<file path="src/shared/wpsc_pkg.sv">
/*
  Constants, types and register map of the watchdog and power-save controller.
  Assumes a 200 MHz system clock and APB with 32-bit data and 12-bit addresses.
*/
package wpsc_pkg;

  localparam int PERIPH_N = 16;

  // Register byte addresses
  localparam logic [11:0] ADDR_RESET_CTRL = 12'h000;
  localparam logic [11:0] ADDR_CLK_DIV = 12'h004;
  localparam logic [11:0] ADDR_MOD_DIS = 12'h008;
  localparam logic [11:0] ADDR_PWR_STAT = 12'h00C;

  // reset_control_register fields
  localparam int RC_IDLE_BIT = 2;
  localparam int RC_SLEEP_BIT = 3;
  localparam int RC_WATCHDOG_TIMEOUT_FLAG_BIT = 4;
  localparam int RC_WATCHDOG_SOFT_ENABLE_BIT = 5;

  // clock_divisor_register fields
  localparam int CD_CPU_CLOCK_REDUCE_ENABLE_BIT = 11;
  localparam int CD_DOZE_LSB = 12;
  localparam int CD_DOZE_MSB = 14;
  localparam int CD_ROI_BIT = 15;

  // Power status register fields
  localparam int PS_STATE_LSB = 0;
  localparam int PS_STATE_MSB = 1;
  localparam int PS_WDT_EN_BIT = 2;
  localparam int PS_RST_PEND_BIT = 3;

  // Reset values
  localparam logic [2:0] DOZE_RESET = 3'h0;
  localparam logic [PERIPH_N-1:0] MOD_DIS_RESET = 16'h0000;

  // Timing: CPU restarts well inside the eight-cycle limit
  localparam int RESUME_MAX_CYC = 8;
  localparam logic [2:0] RESUME_DELAY_CYC = 3'h2;

  // Watchdog divider and window constants
  localparam logic [4:0] WDT_PRE_LO_LOG2 = 5'h05;
  localparam logic [4:0] WDT_PRE_HI_LOG2 = 5'h07;
  localparam logic [4:0] WDT_EIGHTH_LOG2 = 5'h03;
  localparam logic [22:0] WIN_OPEN_25 = 23'h000006;
  localparam logic [22:0] WIN_OPEN_375 = 23'h000005;
  localparam logic [22:0] WIN_OPEN_50 = 23'h000004;
  localparam logic [22:0] WIN_OPEN_75 = 23'h000002;

  typedef enum logic [1:0] {
    PM_RUN = 2'b00,
    PM_IDLE = 2'b01,
    PM_SLEEP = 2'b10,
    PM_WAKE = 2'b11
  } wpsc_state_t;

  // watchdog_config_word layout; bit 5 and 15:10 unused
  typedef struct packed {
    logic [5:0] unused_hi;
    logic [1:0] window_size_select;
    logic watchdog_fuse_enable;
    logic window_disable;
    logic unused_5;
    logic watchdog_prescale_select;
    logic [3:0] watchdog_postscale_select;
  } wpsc_wdt_cfg_t;

  typedef struct packed {
    logic valid;
    logic idle;
  } wpsc_power_save_instruction_t;

  typedef struct packed {
    logic pending;
    logic [2:0] prio;
  } wpsc_irq_t;

endpackage

</file>
<file path="src/verilog/wpsc_wdt.sv">
/*
  Watchdog counter: prescaler then postscaler, stepped by rising edges of the
  low-power RC oscillator. Assumes that oscillator input is synchronous to i_mclk.
*/
`timescale 1ns/10ps
`default_nettype none
module wpsc_wdt
(
  input wire logic i_mclk,
  input wire logic i_rst,
  input wire logic i_low_power_rc_oscillator,
  input wire logic i_enable,
  input wire logic i_restart,
  input wire logic i_clear_insn,
  input wire wpsc_pkg::wpsc_wdt_cfg_t i_cfg,
  output logic o_timeout,
  output logic o_early_clear
);
  import wpsc_pkg::*;

  logic low_power_rc_oscillator_d_r;
  logic [6:0] pre_cnt_r;
  logic [14:0] post_cnt_r;
  logic tick;
  logic pre_last;
  logic post_last;
  logic [22:0] elapsed;
  logic [4:0] period_log2;
  logic [22:0] win_factor;
  logic win_open;
  logic expire;

  assign tick = i_low_power_rc_oscillator & ~low_power_rc_oscillator_d_r;
  assign pre_last = i_cfg.watchdog_prescale_select ? (pre_cnt_r == 7'h7F)
                                                   : (pre_cnt_r[4:0] == 5'h1F);
  assign post_last = post_cnt_r ==
    15'((16'h0001 << i_cfg.watchdog_postscale_select) - 16'h0001);
  assign elapsed = i_cfg.watchdog_prescale_select ? {1'b0, post_cnt_r, pre_cnt_r}
                                                  : {3'h0, post_cnt_r, pre_cnt_r[4:0]};
  assign period_log2 = (i_cfg.watchdog_prescale_select ? WDT_PRE_HI_LOG2 : WDT_PRE_LO_LOG2)
                       + {1'b0, i_cfg.watchdog_postscale_select};

  always_comb
  begin
    case (i_cfg.window_size_select)
      2'b11: win_factor = WIN_OPEN_25;
      2'b10: win_factor = WIN_OPEN_375;
      2'b01: win_factor = WIN_OPEN_50;
      default: win_factor = WIN_OPEN_75;
    endcase
  end

  // Window is the last fraction of the period, counted in eighths
  assign win_open = elapsed >= (win_factor << (period_log2 - WDT_EIGHTH_LOG2));
  assign expire = i_enable & tick & pre_last & post_last;

  always_ff @(posedge i_mclk or posedge i_rst)
  begin
    if (i_rst)
      low_power_rc_oscillator_d_r <= 1'b0;
    else
      low_power_rc_oscillator_d_r <= i_low_power_rc_oscillator;
  end

  // Counts only on oscillator edges, never on the system clock rate
  always_ff @(posedge i_mclk or posedge i_rst)
  begin
    if (i_rst)
    begin
      pre_cnt_r <= 7'h00;
      post_cnt_r <= 15'h0000;
    end
    else if (!i_enable || i_restart || i_clear_insn || expire)
    begin
      pre_cnt_r <= 7'h00;
      post_cnt_r <= 15'h0000;
    end
    else if (tick)
    begin
      if (pre_last)
      begin
        pre_cnt_r <= 7'h00;
        post_cnt_r <= post_cnt_r + 15'h0001;
      end
      else
        pre_cnt_r <= pre_cnt_r + 7'h01;
    end
  end

  always_ff @(posedge i_mclk or posedge i_rst)
  begin
    if (i_rst)
    begin
      o_timeout <= 1'b0;
      o_early_clear <= 1'b0;
    end
    else
    begin
      o_timeout <= expire;
      o_early_clear <= i_enable & i_clear_insn & ~i_cfg.window_disable & ~win_open;
    end
  end

endmodule
`default_nettype wire

</file>
<file path="src/verilog/wpsc_top.sv">
/*
  Watchdog and power-save controller: Idle/Sleep sequencing, wake-up, Doze
  CPU clock enable, module disable clock gates, APB register file.
  Assumes the core pulses instruction events for one cycle and that the reset
  logic answers o_wdt_reset by raising i_rst; status flags survive i_rst and
  are cleared only by i_por_rst or by a write to the reset control register.
*/
// Contract
// - Idle halts CPU; peripherals honour stop-in-idle
// - CPU resumes within eight cycles after exit
// - Interrupt, watchdog time-out or reset end Idle/Sleep
// - Low-priority interrupt resumes after power-save instruction
// - High-priority interrupt wakes into exception processing
// - Watchdog wake resumes and sets time-out flag
// - Any reset ends Idle/Sleep, restarts at vector
// - Timed interrupt disable never blocks Sleep wake
// - Doze enable slows CPU, peripherals full rate
// - Three-bit doze ratio field, 1:1 at reset
// - Recover-on-interrupt restores full CPU speed
// - Module disable bits gate clocks, reset enabled
// - Watchdog prescaler and postscaler run from RC oscillator
// - Awake watchdog time-out forces reset, sets flag
// - Power-save entry clears watchdog count
// - Watchdog reset waits for self-programming end; only time-out reset waits here, early-clear reset does not
// - Fuse enable bit forces watchdog permanently on
// - Soft enable bit, cleared by any reset
// - Early clear in windowed mode resets immediately
// - Window size codes select allowed fraction
// - Period is prescale times postscale times RC period
// - Postscaler codes give ratios 1 to 32768
// - Soft enable and clock switch clear count
// - Entry sets Idle or Sleep status flag
`timescale 1ns/10ps
`default_nettype none
module wpsc_top
(
  input wire logic i_mclk,
  input wire logic i_rst,
  input wire logic i_por_rst,
  input wire logic i_psel,
  input wire logic i_penable,
  input wire logic i_pwrite,
  input wire logic [11:0] i_paddr,
  input wire logic [31:0] i_pwdata,
  output logic [31:0] o_prdata,
  output logic o_pready,
  output logic o_pslverr,
  input wire wpsc_pkg::wpsc_power_save_instruction_t i_power_save_instruction,
  input wire wpsc_pkg::wpsc_irq_t i_irq,
  input wire logic [2:0] i_cpu_prio,
  input wire logic i_timed_irq_disable,
  input wire logic i_wdt_clear,
  input wire logic i_clk_switch_done,
  input wire logic i_self_prog_busy,
  input wire logic i_low_power_rc_oscillator_clk,
  input wire wpsc_pkg::wpsc_wdt_cfg_t i_wdt_cfg,
  input wire logic [wpsc_pkg::PERIPH_N-1:0] i_stop_in_idle,
  output logic o_cpu_clk_en,
  output logic o_sys_clk_en,
  output logic [wpsc_pkg::PERIPH_N-1:0] o_periph_clk_en,
  output logic o_in_idle,
  output logic o_in_sleep,
  output logic o_resume_next,
  output logic o_take_exception,
  output logic o_wdt_reset
);
  import wpsc_pkg::*;

  wpsc_state_t state_r;
  wpsc_state_t state_nxt;
  logic [2:0] wake_cnt_r;
  logic wake_exc_r;
  logic idle_flag_r;
  logic sleep_flag_r;
  logic watchdog_timeout_flag_flag_r;
  logic watchdog_soft_enable_r;
  logic watchdog_soft_enable_d_r;
  logic roi_r;
  logic [2:0] doze_r;
  logic cpu_clock_reduce_enable_r;
  logic [PERIPH_N-1:0] mod_dis_r;
  logic [6:0] doze_cnt_r;
  logic rst_pend_r;
  logic wdt_en;
  logic wdt_timeout;
  logic wdt_early;
  logic wdt_restart;
  logic enter_ps;
  logic asleep;
  logic wake_irq;
  logic acc_done;
  logic wr_en;
  logic addr_hit;
  logic [31:0] rd_mux;
  logic [6:0] doze_last;
  logic roi_recover;

  assign wdt_en = i_wdt_cfg.watchdog_fuse_enable | watchdog_soft_enable_r;
  assign enter_ps = (state_r == PM_RUN) & i_power_save_instruction.valid;
  assign asleep = (state_r == PM_IDLE) | (state_r == PM_SLEEP);
  // Interrupt disable state is deliberately not looked at while asleep
  assign wake_irq = asleep & i_irq.pending;
  assign wdt_restart = enter_ps | i_clk_switch_done | (watchdog_soft_enable_r & ~watchdog_soft_enable_d_r);

  wpsc_wdt u_wdt
  (
    .i_mclk(i_mclk),
    .i_rst(i_rst),
    .i_low_power_rc_oscillator(i_low_power_rc_oscillator_clk),
    .i_enable(wdt_en),
    .i_restart(wdt_restart),
    .i_clear_insn(i_wdt_clear & (state_r == PM_RUN)),
    .i_cfg(i_wdt_cfg),
    .o_timeout(wdt_timeout),
    .o_early_clear(wdt_early)
  );

  // APB: one wait state, so pready rises on the second access cycle
  assign acc_done = i_psel & i_penable & o_pready;
  assign wr_en = acc_done & i_pwrite & addr_hit;

  always_comb
  begin
    rd_mux = 32'h00000000;
    addr_hit = 1'b1;
    if (i_paddr == ADDR_RESET_CTRL)
    begin
      rd_mux[RC_IDLE_BIT] = idle_flag_r;
      rd_mux[RC_SLEEP_BIT] = sleep_flag_r;
      rd_mux[RC_WATCHDOG_TIMEOUT_FLAG_BIT] = watchdog_timeout_flag_flag_r;
      rd_mux[RC_WATCHDOG_SOFT_ENABLE_BIT] = watchdog_soft_enable_r;
    end
    else if (i_paddr == ADDR_CLK_DIV)
    begin
      rd_mux[CD_ROI_BIT] = roi_r;
      rd_mux[CD_DOZE_MSB:CD_DOZE_LSB] = doze_r;
      rd_mux[CD_CPU_CLOCK_REDUCE_ENABLE_BIT] = cpu_clock_reduce_enable_r;
    end
    else if (i_paddr == ADDR_MOD_DIS)
      rd_mux[PERIPH_N-1:0] = mod_dis_r;
    else if (i_paddr == ADDR_PWR_STAT)
    begin
      rd_mux[PS_STATE_MSB:PS_STATE_LSB] = state_r;
      rd_mux[PS_WDT_EN_BIT] = wdt_en;
      rd_mux[PS_RST_PEND_BIT] = rst_pend_r;
    end
    else
      addr_hit = 1'b0;
  end

  always_ff @(posedge i_mclk or posedge i_rst)
  begin
    if (i_rst)
    begin
      o_pready <= 1'b0;
      o_prdata <= 32'h00000000;
      o_pslverr <= 1'b0;
    end
    else
    begin
      o_pready <= i_psel & i_penable & ~o_pready;
      if (i_psel & i_penable & ~o_pready)
      begin
        o_prdata <= i_pwrite ? 32'h00000000 : rd_mux;
        o_pslverr <= ~addr_hit;
      end
      else
      begin
        o_prdata <= 32'h00000000;
        o_pslverr <= 1'b0;
      end
    end
  end

  // Status flags live on the power-on reset so a watchdog reset keeps them
  always_ff @(posedge i_mclk or posedge i_por_rst)
  begin
    if (i_por_rst)
    begin
      idle_flag_r <= 1'b0;
      sleep_flag_r <= 1'b0;
      watchdog_timeout_flag_flag_r <= 1'b0;
    end
    else
    begin
      // Hardware set wins over a software write in the same cycle
      if (enter_ps & i_power_save_instruction.idle)
        idle_flag_r <= 1'b1;
      else if (wr_en && i_paddr == ADDR_RESET_CTRL)
        idle_flag_r <= i_pwdata[RC_IDLE_BIT];
      if (enter_ps & ~i_power_save_instruction.idle)
        sleep_flag_r <= 1'b1;
      else if (wr_en && i_paddr == ADDR_RESET_CTRL)
        sleep_flag_r <= i_pwdata[RC_SLEEP_BIT];
      if (wdt_timeout)
        watchdog_timeout_flag_flag_r <= 1'b1;
      else if (wr_en && i_paddr == ADDR_RESET_CTRL)
        watchdog_timeout_flag_flag_r <= i_pwdata[RC_WATCHDOG_TIMEOUT_FLAG_BIT];
    end
  end

  always_ff @(posedge i_mclk or posedge i_rst)
  begin
    if (i_rst)
    begin
      watchdog_soft_enable_r <= 1'b0;
      watchdog_soft_enable_d_r <= 1'b0;
    end
    else
    begin
      watchdog_soft_enable_d_r <= watchdog_soft_enable_r;
      if (wr_en && i_paddr == ADDR_RESET_CTRL)
        watchdog_soft_enable_r <= i_pwdata[RC_WATCHDOG_SOFT_ENABLE_BIT];
    end
  end

  // Hardware recovery clears the doze enable, beating a software write
  assign roi_recover = (state_r == PM_RUN) & roi_r & cpu_clock_reduce_enable_r & i_irq.pending
                       & ~i_timed_irq_disable;

  always_ff @(posedge i_mclk or posedge i_rst)
  begin
    if (i_rst)
    begin
      roi_r <= 1'b0;
      doze_r <= DOZE_RESET;
      cpu_clock_reduce_enable_r <= 1'b0;
    end
    else
    begin
      if (wr_en && i_paddr == ADDR_CLK_DIV)
      begin
        roi_r <= i_pwdata[CD_ROI_BIT];
        doze_r <= i_pwdata[CD_DOZE_MSB:CD_DOZE_LSB];
      end
      if (roi_recover)
        cpu_clock_reduce_enable_r <= 1'b0;
      else if (wr_en && i_paddr == ADDR_CLK_DIV)
        cpu_clock_reduce_enable_r <= i_pwdata[CD_CPU_CLOCK_REDUCE_ENABLE_BIT];
    end
  end

  always_ff @(posedge i_mclk or posedge i_rst)
  begin
    if (i_rst)
      mod_dis_r <= MOD_DIS_RESET;
    else if (wr_en && i_paddr == ADDR_MOD_DIS)
      mod_dis_r <= i_pwdata[PERIPH_N-1:0];
  end

  // Power-save sequencer; reset returns it to run at the vector
  always_comb
  begin
    state_nxt = state_r;
    case (state_r)
      PM_RUN:
      begin
        if (i_power_save_instruction.valid)
          state_nxt = i_power_save_instruction.idle ? PM_IDLE : PM_SLEEP;
      end
      PM_IDLE, PM_SLEEP:
      begin
        if (wake_irq || wdt_timeout)
          state_nxt = PM_WAKE;
      end
      PM_WAKE:
      begin
        if (wake_cnt_r == 3'h0)
          state_nxt = PM_RUN;
      end
      default: state_nxt = PM_RUN;
    endcase
  end

  always_ff @(posedge i_mclk or posedge i_rst)
  begin
    if (i_rst)
      state_r <= PM_RUN;
    else
      state_r <= state_nxt;
  end

  always_ff @(posedge i_mclk or posedge i_rst)
  begin
    if (i_rst)
    begin
      wake_cnt_r <= 3'h0;
      wake_exc_r <= 1'b0;
    end
    else if (asleep && state_nxt == PM_WAKE)
    begin
      wake_cnt_r <= RESUME_DELAY_CYC - 3'h1;
      wake_exc_r <= wake_irq & (i_irq.prio > i_cpu_prio);
    end
    else if (state_r == PM_WAKE && wake_cnt_r != 3'h0)
      wake_cnt_r <= wake_cnt_r - 3'h1;
  end

  always_ff @(posedge i_mclk or posedge i_rst)
  begin
    if (i_rst)
    begin
      o_resume_next <= 1'b0;
      o_take_exception <= 1'b0;
    end
    else
    begin
      o_resume_next <= (state_r == PM_WAKE) & (wake_cnt_r == 3'h0) & ~wake_exc_r;
      o_take_exception <= (state_r == PM_WAKE) & (wake_cnt_r == 3'h0) & wake_exc_r;
    end
  end

  // Watchdog reset request held until the reset logic answers
  always_ff @(posedge i_mclk or posedge i_rst)
  begin
    if (i_rst)
    begin
      rst_pend_r <= 1'b0;
      o_wdt_reset <= 1'b0;
    end
    else
    begin
      if (wdt_early)
        o_wdt_reset <= 1'b1;
      else if ((rst_pend_r || (wdt_timeout && !asleep)) && !i_self_prog_busy)
        o_wdt_reset <= 1'b1;
      if (wdt_timeout && !asleep && i_self_prog_busy)
        rst_pend_r <= 1'b1;
    end
  end

  // Doze: CPU clock enable one cycle in 2^ratio
  assign doze_last = 7'((8'h01 << doze_r) - 8'h01);

  always_ff @(posedge i_mclk or posedge i_rst)
  begin
    if (i_rst)
    begin
      doze_cnt_r <= 7'h00;
      o_cpu_clk_en <= 1'b0;
    end
    else if (state_nxt != PM_RUN)
    begin
      doze_cnt_r <= 7'h00;
      o_cpu_clk_en <= 1'b0;
    end
    else if (cpu_clock_reduce_enable_r && !roi_recover)
    begin
      doze_cnt_r <= (doze_cnt_r >= doze_last) ? 7'h00 : doze_cnt_r + 7'h01;
      o_cpu_clk_en <= doze_cnt_r >= doze_last;
    end
    else
    begin
      doze_cnt_r <= 7'h00;
      o_cpu_clk_en <= 1'b1;
    end
  end

  always_ff @(posedge i_mclk or posedge i_rst)
  begin
    if (i_rst)
    begin
      o_sys_clk_en <= 1'b1;
      o_in_idle <= 1'b0;
      o_in_sleep <= 1'b0;
    end
    else
    begin
      o_sys_clk_en <= state_nxt != PM_SLEEP;
      o_in_idle <= state_nxt == PM_IDLE;
      o_in_sleep <= state_nxt == PM_SLEEP;
    end
  end

  // Peripheral clock gates run at full system rate even in Doze
  genvar gi;
  generate
    for (gi = 0; gi < PERIPH_N; gi = gi + 1)
    begin : g_periph
      always_ff @(posedge i_mclk or posedge i_rst)
      begin
        if (i_rst)
          o_periph_clk_en[gi] <= 1'b1;
        else
          o_periph_clk_en[gi] <= ~mod_dis_r[gi] & (state_nxt != PM_SLEEP)
            & ~((state_nxt == PM_IDLE) & i_stop_in_idle[gi]);
      end
    end
  endgenerate

endmodule
`default_nettype wire

</file>
<file path="config.mk">
export PLATFORM = sky130hd
export DESIGN_NAME = wpsc_top
export DESIGN_NICKNAME = d
export VERILOG_FILES = /design/src/shared/wpsc_pkg.sv /design/src/verilog/wpsc_wdt.sv /design/src/verilog/wpsc_top.sv
export SDC_FILE = /design/constraint.sdc
export NUM_CORES = 1
export LEC_CHECK = 0
export BUFFER_PORTS_ARGS = -buffer_cell sky130_fd_sc_hd__buf_2
export CORE_ASPECT_RATIO = 0.5
export CORE_MARGIN = 3
export CORE_UTILIZATION = 25
export DETAILED_ROUTE_END_ITERATION = 8
export PLACE_DENSITY = 0.54
export SYNTH_ARGS = -nofsm -noshare
export SYNTH_HDL_FRONTEND = slang
export SYNTH_SLANG_ARGS = --single-unit
export TNS_END_PERCENT = 20
</file>
<file path="constraint.sdc">
create_clock -name i_mclk -period 5.75 [get_ports i_mclk]
set_input_delay 1.15 -clock i_mclk [delete_from_list [all_inputs] [get_ports i_mclk]]
set_output_delay 1.15 -clock i_mclk [all_outputs]
set_load 0.02 [all_outputs]
</file>
==> run summary, run 1 <==
outcome = finished clean
Yosys reg bits = 106
asr flop ratio synth = 100%
io pins = 153
Final Hold Viols = 0
Seq/Total Area, Yosys = 39.3%
setup violators final = 0
Final Non-Filler Cells = 1136
Initial DRC Count = 361
clock sinks = 106
CORE AREA = 0.0260 mm^2
vias in the first global route = 5303
total negative slack = 0 ns
CTS Hold Buffers Added = 0
cells after synthesis = 698
GRT Util Overall = 12.0%
clock share of power = 27.7%
Worst EP arrival = 4.41 ns
min-delay src = mod_dis_r[7]
worst r2r src = u_wdt.pre_cnt_r[1]
Clock Latency Late Sink = 0.34 ns
fraction of layout cells with a size suffix above 1 = 26.6%
Pre-antenna DRT Iters = 6
GR Overflow Total = 0
share of power burned in registers = 40.5%
element type at the critical path end = register
Bufs on Longest Clock Path = 2
CP Max Fanout = 26
Rows = 41
drt wl/cell = 15.5 um
Final nets = 931
Clock Pin Slew Worst Setup and Hold Paths = 0.07 ns
top cells by area, synth = dfrtp_1 33%, ha_1 8.6%, dfstp_2 6.6%, mux2_2 5.5%, nor2_1 3.1%
largest net degree at the start of global routing = 64
Switching Share = 33.6%
total power = 2.26 mW
Clock Skew = 0.0115 ns
average size of a mapped cell = 9.75 um^2
DR vias/cell = 4.71
Maximum Capacitance Violations = 0
area leader, netlist = dfrtp_1
Setup CP Type = in -> reg
Slew @ Worst Pin = 1.01 ns
crit path from = i_wdt_cfg[1]
post-CTS setup buffers = 0
root buf cell = clkbuf_16
Final Critical Period = 4.22 ns
worst vdd ir = 0.000163 V
Synth warnings = 0
CTS HTree Levels = 3
most common cell after layout, fill and taps aside = buf_2
combinational power share = 31.8%
TritonCTS clock tree = done
Mapped Area = 0.00680 mm^2
Pins Over Slew Limit = 0
post-synth top area share = 32.7%
Power Density = 288 mW/mm^2
HP Class = reg -> reg
EDFF count, synth = 0
Initial Util = 26.2%
Num CTS Buffers = 9
CTS resizes = 0
count of cell types in the netlist = 73
top_reg_cell synth = dfrtp_1
Area growth syn-to-layout = 15.4%
chip width = 239 um
leakage power = 3.57 nW
Placed Cells = 1121
Net Switching = 0.759 mW
RSZ-0062 raised after global routing = no
ant diodes = 0
final worst-path cycle share = 73.3%
first-pass GRT wire length = 28100 um
half-perimeter wire length after placement = 13600 um
global placer's final weighted congestion = 0.818
final wirelength = 17600 um
routed via count = 5353
crit path launch type = primary input
Worst EP required = 5.94 ns
antenna violations before repair = 1
most frequent cells in the layout = 113 x buf_2, 89 x dfrtp_1, 57 x nor2_1, 47 x nand2_1, 47 x ha_1
DRC viols = 0
Antenna Nets Post-Route = 0
slew margin rel. = 32.2%
maximum operating frequency = 237 MHz
Die Area = 0.0294 mm^2
number of I/O port buffers = 113
Int Power = 1.50 mW
die height = 123 um
-- area by class of cell --
class                   instances  area, um^2
fillers                      2732       18100
multi-input cells             521        3720
flip-flops and latches        106        2670
repair buffers                117         596
well taps                     344         430
clock buffers                  13         260
inverters                      33         126
clock inverters                 2        37.5
-- Yosys cell counts, drive strengths merged, types with 2 or more instances --
cell / instances
clkbuf: 14
o21ai: 19
o21bai: 3
or3: 6
and4: 2
a41oi: 3
and3: 9
a311o: 3
a311oi: 3
buf: 39
nand2: 47
nand3: 25
a22oi: 11
o21a: 3
or2: 7
a211o: 7
nor4: 8
nand4: 9
nor3: 27
inv: 33
o32ai: 2
o2bb2ai: 2
or4: 2
nor2: 58
ha: 47
mux2i: 10
dfrtp: 89
a211oi: 21
a21oi: 24
nor3b: 5
and2: 12
a31oi: 5
o2111ai: 4
a21o: 9
nor4b: 3
nor2b: 18
dfstp: 17
nand2b: 10
o22ai: 3
mux2: 33
xor2: 12
o211ai: 4
xnor2: 16
-- metrics by stage --
step / cell area, um^2 / hold WS [ns] / util [%] / setup WS (ns)
after floorplan: 6860 / 0.379 / - / 1.92
after global placement: 7550 / 0.403 / 29.1 / 1.28
after detailed placement: 7550 / 0.403 / 29.1 / 1.18
after CTS: 7850 / 0.412 / 30.2 / 1.55
after global routing: 7850 / 0.441 / 30.2 / 1.29
final: 7850 / 0.407 / 30.2 / 1.53
-- registers in the layout, summed over array words and instances (netlist names), 2 cells and up --
register          flops
u_wdt.pre_cnt_r       7
o_periph_clk_en      16
wake_cnt_r            3
state_r               2
doze_r                3
doze_cnt_r            7
o_prdata             16
mod_dis_r            16
u_wdt.post_cnt_r     15
-- cells by family after synthesis --
| group | synth area share (%) |
|---|---|
| compound gates | 14.4 |
| xor+xnor | 3.60 |
| fa+ha+maj | 8.64 |
| buf+inv | 6.79 |
| flops | 39.3 |
| mux | 6.93 |
| other cells | 0.0551 |
| simple gates | 20.3 |
-- power groups by stage --
stage / sequential (mW) / clock (mW) / combinational [mW]
2_1_floorplan: 1.02 / 0 / 0.430
3_3_place_gp: 0.928 / 0 / 0.710
3_5_place_dp: 0.931 / 0 / 0.728
4_1_cts: 0.917 / 0.647 / 0.730
5_1_grt: 0.925 / 0.678 / 0.797
6_report: 0.915 / 0.625 / 0.719
-- path summary, 6_finish.rpt --
| check | end | slack, ns | cells past startpoint |
|---|---|---|---|
| worst min-delay path | o_periph_clk_en[7] | 0.41 | 1 |
| worst max-delay path | u_wdt.o_early_clear | 1.53 | 15 |
| max in group asynchronous | o_periph_clk_en[3] | 3.75 | 3 |
| min in group asynchronous | sleep_flag_r | 0.69 | 2 |
| worst min register to register | o_periph_clk_en[7] | 0.41 | 1 |
| worst max register to register | u_wdt.post_cnt_r[12] | 2.95 | 10 |
-- critical path, cell delays in order --
cell and delay, ns:
buf_2 0.39, inv_1 0.16, ha_1 0.22, inv_1 0.05
ha_1 0.14, ha_1 0.30, nor2_1 0.41, nand2_1 0.17
ha_1 0.31, nor2b_1 0.13, a311o_1 0.27, a41oi_1 0.22
o211a_1 0.19, a21oi_1 0.07, o32ai_1 0.21
-- routing by layer --
layer	wire length, um	track usage (%)	vias to the layer above
met1	8600	16.5	2602
li1	-	-	2644
met2	8350	19.9	99
met3	592	2.09	6
met5	13	0	-
met4	88	2.11	2
Power figures use the tool's default switching activity.
==> inputs of run 2 (changes only) <==
--- a/config.mk
+++ b/config.mk
@@ -5,12 +5,13 @@
 export SDC_FILE = /design/constraint.sdc
 export NUM_CORES = 1
 export LEC_CHECK = 0
+export ABC_AREA = 1
 export BUFFER_PORTS_ARGS = -buffer_cell sky130_fd_sc_hd__buf_2
 export CORE_ASPECT_RATIO = 0.5
 export CORE_MARGIN = 3
 export CORE_UTILIZATION = 25
 export DETAILED_ROUTE_END_ITERATION = 8
-export PLACE_DENSITY = 0.54
+export PLACE_DENSITY = 0.55
 export SYNTH_ARGS = -nofsm -noshare
 export SYNTH_HDL_FRONTEND = slang
 export SYNTH_SLANG_ARGS = --single-unit
==> constraint.sdc (replaced) <==
create_clock -name i_mclk -period 3.7 [get_ports i_mclk]
set_input_delay 0.74 -clock i_mclk [delete_from_list [all_inputs] [get_ports i_mclk]]
set_output_delay 0.74 -clock i_mclk [all_outputs]
set_load 0.02 [all_outputs]
==> run 2 against run 1 <==
Sequential share of layout area decreased by 1.5 points. Combinational power increased by 34%. Final area increased by 4.7%. Via count increased by 18%. Largest power group unchanged.
==> run summary, run 2 <==
outcome = finished clean
number of I/O port buffers = 113
asr flop ratio synth = 100%
fillers = 2950
registers with the most flip-flops = mod_dis_r (16), o_periph_clk_en (16), o_prdata (16)
fraction of layout cells with a size suffix above 1 = 18.1%
GRT Util Overall = 13.1%
top cell family by delay on the critical path = simple AND/OR/NAND/NOR gates
Maximum Capacitance Violations = 0
Clock Skew = 0.0143 ns
cells after synthesis = 932
max incr delay on CP = 0.33 ns
Setup CP Type = in -> reg
final worst-path cycle share = 83.9%
clock sinks = 106
Slew @ Worst Pin = 0.750 ns
CTS HTree Levels = 3
total length of routed met3 wires = 758 um
Bufs on Longest Clock Path = 2
Power Density = 395 mW/mm^2
leakage power = 4.06 nW
met2 routed WL = 9410 um
Num CTS Buffers = 9
GR Overflow Total = 0
average size of a mapped cell = 7.54 um^2
most frequent cells in the layout = 253 x nand2_1, 113 x buf_2, 112 x inv_1, 90 x nor2_1, 89 x dfrtp_1
CP cell instances = buf_2 > inv_2 > ha_1 > inv_1 > ha_1 > ha_1 > inv_1 > nor2_1 > buf_4 > nand2_1 > ha_1 > nand2_1 > nor4_1 > nand4_1 > nor2_1 > nand4_1 > nand3b_1 > nor2_1
vias in the first global route = 6242
routed via count = 6310
Placed Cells = 1395
Final Non-Filler Cells = 1413
first-pass GRT wire length = 32500 um
Initial Util = 26.0%
Pre-antenna DRT Iters = 5
Synth warnings = 0
Area growth syn-to-layout = 17.0%
HP Class = in -> async
Core Util, Final = 30.4%
most common cell after layout, fill and taps aside = nand2_1
crit path launch type = primary input
Seq/Total Area, Yosys = 38.1%
Antenna Nets Post-Route = 0
CTS resizes = 0
RSZ-0062 raised after global routing = no
root buf cell = clkbuf_16
count of cell types in the netlist = 52
Die Area = 0.0303 mm^2
Worst EP required = 3.94 ns
Pins Over Slew Limit = 0
worst vdd ir = 0.000202 V
setup violators final = 0
TritonCTS clock tree = done
half-perimeter wire length after placement = 15700 um
element type at the critical path end = register
highest metal used = met4
CP Max Fanout = 9
Clock Latency Late Sink = 0.36 ns
DR vias/cell = 4.47
chip width = 243 um
FF/Latch Area = 0.00267 mm^2
Mapped Area = 0.00703 mm^2
most numerous cell in the Yosys netlist = nand2_1
Clock Pin Slew Worst Setup and Hold Paths = 0.08 ns
final wirelength = 19700 um
total negative slack = 0 ns
DRC viols = 0
global placer's final weighted congestion = 0.883
Final nets = 1175
Final Critical Period = 3.11 ns
drt wl/cell = 13.9 um
EDFF count, synth = 0
Rows = 42
CTS Hold Buffers Added = 0
met1 WL = 9210 um
top cells by area, synth = dfrtp_1 32%, nand2_1 14%, ha_1 8.4%, dfstp_2 6.4%, inv_1 6.0%
Worst path slowest cell = nor4_1
Multi-input gate area = 0.00366 mm^2
largest net degree at the start of global routing = 55
CORE AREA = 0.0270 mm^2
top_reg_cell synth = dfrtp_1
antenna violations before repair = 2
slew margin rel. = 49.8%
Yosys reg bits = 106
most frequent cell on the critical path = ha_1
post-synth top area share = 31.7%
die height = 125 um
post-CTS setup buffers = 0
area leader, netlist = dfrtp_1
io pins = 153
maximum operating frequency = 322 MHz
Buf/Inv on CP = 5
Worst EP arrival = 3.35 ns
Final Hold Viols = 0
synth cell count leaders = 253 x nand2_1, 113 x inv_1, 91 x nor2_1
Initial DRC Count = 319
==> run 2: worst paths after layout <==
path / startpoint / endpoint / cells past startpoint / slack, ns
worst max-delay path: i_wdt_cfg[1] / u_wdt.o_early_clear / 18 / 0.59
worst min-delay path: i_por_rst / watchdog_timeout_flag_flag_r / 2 / 0.25
worst max register to register: u_wdt.pre_cnt_r[0] / u_wdt.pre_cnt_r[1] / 15 / 1.09
worst min register to register: wake_exc_r / o_resume_next / 1 / 0.43
max in group asynchronous: i_rst / o_periph_clk_en[7] / 3 / 2.41
min in group i_mclk: wake_exc_r / o_resume_next / 1 / 0.43
==> run 2: worst register-to-register path: stages (launching register included) <==
cell and delay (ns):
dfrtp_1 0.43, ha_1 0.20, nand2_1 0.10, nor2_4 0.11
ha_1 0.15, inv_1 0.07, o22ai_4 0.37, nand2_1 0.10
nor2_1 0.10, nand2_1 0.10, nor2_4 0.11, nand2_4 0.22
nand2_8 0.22, nor2_2 0.10, nand2_1 0.09, nand2_1 0.05
==> run 2: per-stage QoR <==
stage | total power [mW] | setup WS [ns] | hold slack [ns] | instance area [um^2]
floorplan | 2.00 | 0.199 | 0.395 | 7080
global placement | 2.26 | 0.290 | 0.422 | 7920
detailed placement | 2.29 | 0.222 | 0.420 | 7920
CTS | 3.30 | 0.593 | 0.248 | 8220
global route | 3.47 | 0.268 | 0.249 | 8220
finish | 3.25 | 0.594 | 0.255 | 8220
==> run 2: kinds of logic (layout without fill, tap and decap cells) <==
family / Yosys count / count (layout) / synth area share (%)
xor gates and xnor gates: 23 / 23 / 2.87
other: 1 / 18 / 0.0534
buffers and inverters: 170 / 260 / 10.6
and+or+nand+nor: 443 / 443 / 27.4
AOI/OAI and AO/OA: 137 / 137 / 11.9
muxes: 5 / 5 / 0.783
DFF: 106 / 106 / 38.1
adders and majority gates: 47 / 47 / 8.37
==> run 2: area by class of cell <==
type                    count  share of cell area [%]
multi-input cells         671                    44.6
flip-flops and latches    106                    32.5
repair buffers            123                    7.95
well taps                 374                    5.69
inverters                 121                    5.56
clock buffers              10                    2.79
clock inverters             6                   0.868
diodes                      2                  0.0609
==> run 2: report_power, final <==
part           leakage [nW]  switching (mW)  total [mW]  internal, mW
logic                  2.64           0.681       0.966         0.286
registers              1.28          0.0608        1.29          1.23
clock network         0.145           0.458       0.992         0.535
==> run 2: metal layers <==
layer / global-route usage [%] / up-vias
li1: - / 3180
met1: 17.3 / 2990
met2: 22.4 / 120
met3: 2.19 / 20
met4: 3.33 / 0
met5: 0 / -
==> inputs of run 3 (changes only) <==
==> constraint.sdc (replaced) <==
create_clock -name i_mclk -period 2.8 [get_ports i_mclk]
set_input_delay 0.56 -clock i_mclk [delete_from_list [all_inputs] [get_ports i_mclk]]
set_output_delay 0.56 -clock i_mclk [all_outputs]
set_load 0.02 [all_outputs]
==> run 3 against run 2 <==
Final cell count grew 2.8%. Clock skew shrank 0.0064 ns. Sequential power grew 32%. Die area is the same. Non-clock buffer count grew 38. Routed wire length grew 0.41%. Count of clock-buffer cells in the layout grew 1. Register-to-register slack lost 0.70 ns. First-iteration DRC count grew 37%. Critical path depth grew 1. Clock power grew 30%. Worst hold slack lost 0.17 ns.
==> run summary, run 3 (synthesis results as in run 2) <==
most frequent cells in the layout = 250 x nand2_1, 113 x buf_2, 111 x inv_1, 89 x dfrtp_1, 87 x nor2_1
Slew @ Worst Pin = 0.601 ns
Rows = 42
DRC viols = 0
FF/Latch Area = 0.00267 mm^2
chip width = 243 um
fillers = 2912
GR Overflow Total = 0
fraction of layout cells with a size suffix above 1 = 22.4%
Num CTS Buffers = 9
first-pass GRT wire length = 32700 um
clock sinks = 106
DR vias/cell = 4.41
largest net degree at the start of global routing = 104
CTS HTree Levels = 3
Maximum Capacitance Violations = 0
Buf/Inv on CP = 6
Setup CP Type = in -> reg
Multi-input gate area = 0.00374 mm^2
global placer's final weighted congestion = 0.917
Initial DRC Count = 438
setup violators final = 0
registers with the most flip-flops = mod_dis_r (16), o_periph_clk_en (16), o_prdata (16)
worst vdd ir = 0.000264 V
Final Cell Area = 0.00861 mm^2
CORE AREA = 0.0270 mm^2
Power Density = 512 mW/mm^2
Worst path slowest cell = ha_4
outcome = finished clean
element type at the critical path end = register
Die Area = 0.0303 mm^2
die height = 125 um
final worst-path cycle share = 94.7%
crit path launch type = primary input
GRT Util Overall = 13.1%
vias in the first global route = 6328
maximum operating frequency = 377 MHz
HP Class = in -> async
antenna violations before repair = 3
Pins Over Slew Limit = 0
Pre-antenna DRT Iters = 5
Clock Latency Late Sink = 0.35 ns
Final Critical Period = 2.65 ns
Clock Skew = 0.00794 ns
Worst EP required = 3.05 ns
slew margin rel. = 59.9%
Antenna Nets Post-Route = 0
final wirelength = 19800 um
Bufs on Longest Clock Path = 2
final hold slack = 0.0862 ns
Clock Pin Slew Worst Setup and Hold Paths = 0.07 ns
Worst EP arrival = 2.90 ns
top cell family by delay on the critical path = simple AND/OR/NAND/NOR gates
Area growth syn-to-layout = 22.5%
drt wl/cell = 13.6 um
io pins = 153
leakage power = 4.26 nW
Placement Cell Area = 0.00822 mm^2
TritonCTS clock tree = done
most common cell after layout, fill and taps aside = nand2_1
Final Hold Viols = 0
root buf cell = clkbuf_16
Final nets = 1213
CP Max Fanout = 6
max incr delay on CP = 0.28 ns
Initial Util = 26.0%
CP cell instances = buf_2 > inv_2 > ha_2 > inv_1 > ha_2 > ha_4 > inv_1 > nor2_4 > buf_6 > buf_4 > nand2_2 > ha_4 > nand2_2 > nor4_2 > nand4_1 > nor2_1 > nand4_1 > nand3b_1 > nor2_1
number of I/O port buffers = 113
half-perimeter wire length after placement = 15600 um
routed via count = 6408
## run 3: cell count changes in the layout (fill, tap and decap cells not counted), sizes merged
cell / before / now
buf: 123 / 161
clkbuf: 10 / 11
clkinv: 2 / 5
diode: 2 / 3
inv: 123 / 119
## run 3: per-stage QoR
stage                     std cells  utilization [%]  setup TNS (ns)  power, mW  worst slack (ns)
after floorplan                 947                -          -0.420       2.64            -0.420
after global placement         1431             30.4          -0.303       3.11            -0.303
after detailed placement       1431             30.4          -0.316       3.12            -0.316
after CTS                      1447             31.5               0       4.43            0.0463
after global routing           1452             31.9         -0.0119       4.71           -0.0119
final                          1452             31.9               0       4.41             0.149
## run 3: worst paths after layout
path	slack, ns	from	cells after the start	end
worst min register to register	0.43	wake_exc_r	1	o_resume_next
worst max register to register	0.39	state_r[0]	11	o_periph_clk_en[1]
worst max-delay path	0.15	i_wdt_cfg[4]	19	u_wdt.o_early_clear
min in group i_mclk	0.33	i_low_power_rc_oscillator_clk	1	u_wdt.low_power_rc_oscillator_d_r
max in group asynchronous	1.98	i_rst	3	doze_cnt_r[0]
worst min-delay path	0.09	i_por_rst	2	idle_flag_r
## run 3: cell type report
cell class / count / share of cell area [%]
clock buffers: 11 / 2.82
well taps: 374 / 5.43
multi-input cells: 671 / 43.4
clock inverters: 5 / 0.625
repair buffers: 161 / 11.2
diodes: 3 / 0.0872
inverters: 121 / 5.32
flip-flops and latches: 106 / 31.1
## run 3: worst reg2reg max path: stages, from the launching register on
cell	delay [ns]
dfrtp_1	0.42
inv_1	0.11
ha_1	0.37
inv_1	0.07
o21ai_0	0.17
o221ai_1	0.12
o21ai_1	0.23
inv_1	0.08
nand2_1	0.07
clkinv_1	0.26
buf_4	0.29
a21oi_1	0.15
## run 3: metal layers
metal / up-vias / share of wire (%) / global-route usage, % / wire length, um
met5: - / 0 / 0 / 0
met2: 138 / 47 / 21.8 / 9380
met4: 0 / 1.5 / 3.75 / 300
met3: 21 / 4.3 / 1.98 / 857
li1: 3263 / - / - / -
met1: 2986 / 47 / 17.8 / 9230
## run 3: repair_timing
item                                    CTS  global route
endpoints found under the setup margin    0             1
gates resized for setup                   0            18
setup buffers                             0             2
hold endpoints to repair                  0             0
hold buffers                              0             0
## run 3: report_power, final
| group | total (mW) | switching, mW | internal (mW) |
|---|---|---|---|
| combinational | 1.42 | 0.926 | 0.497 |
| sequential | 1.70 | 0.0773 | 1.62 |
| clock | 1.29 | 0.569 | 0.716 |
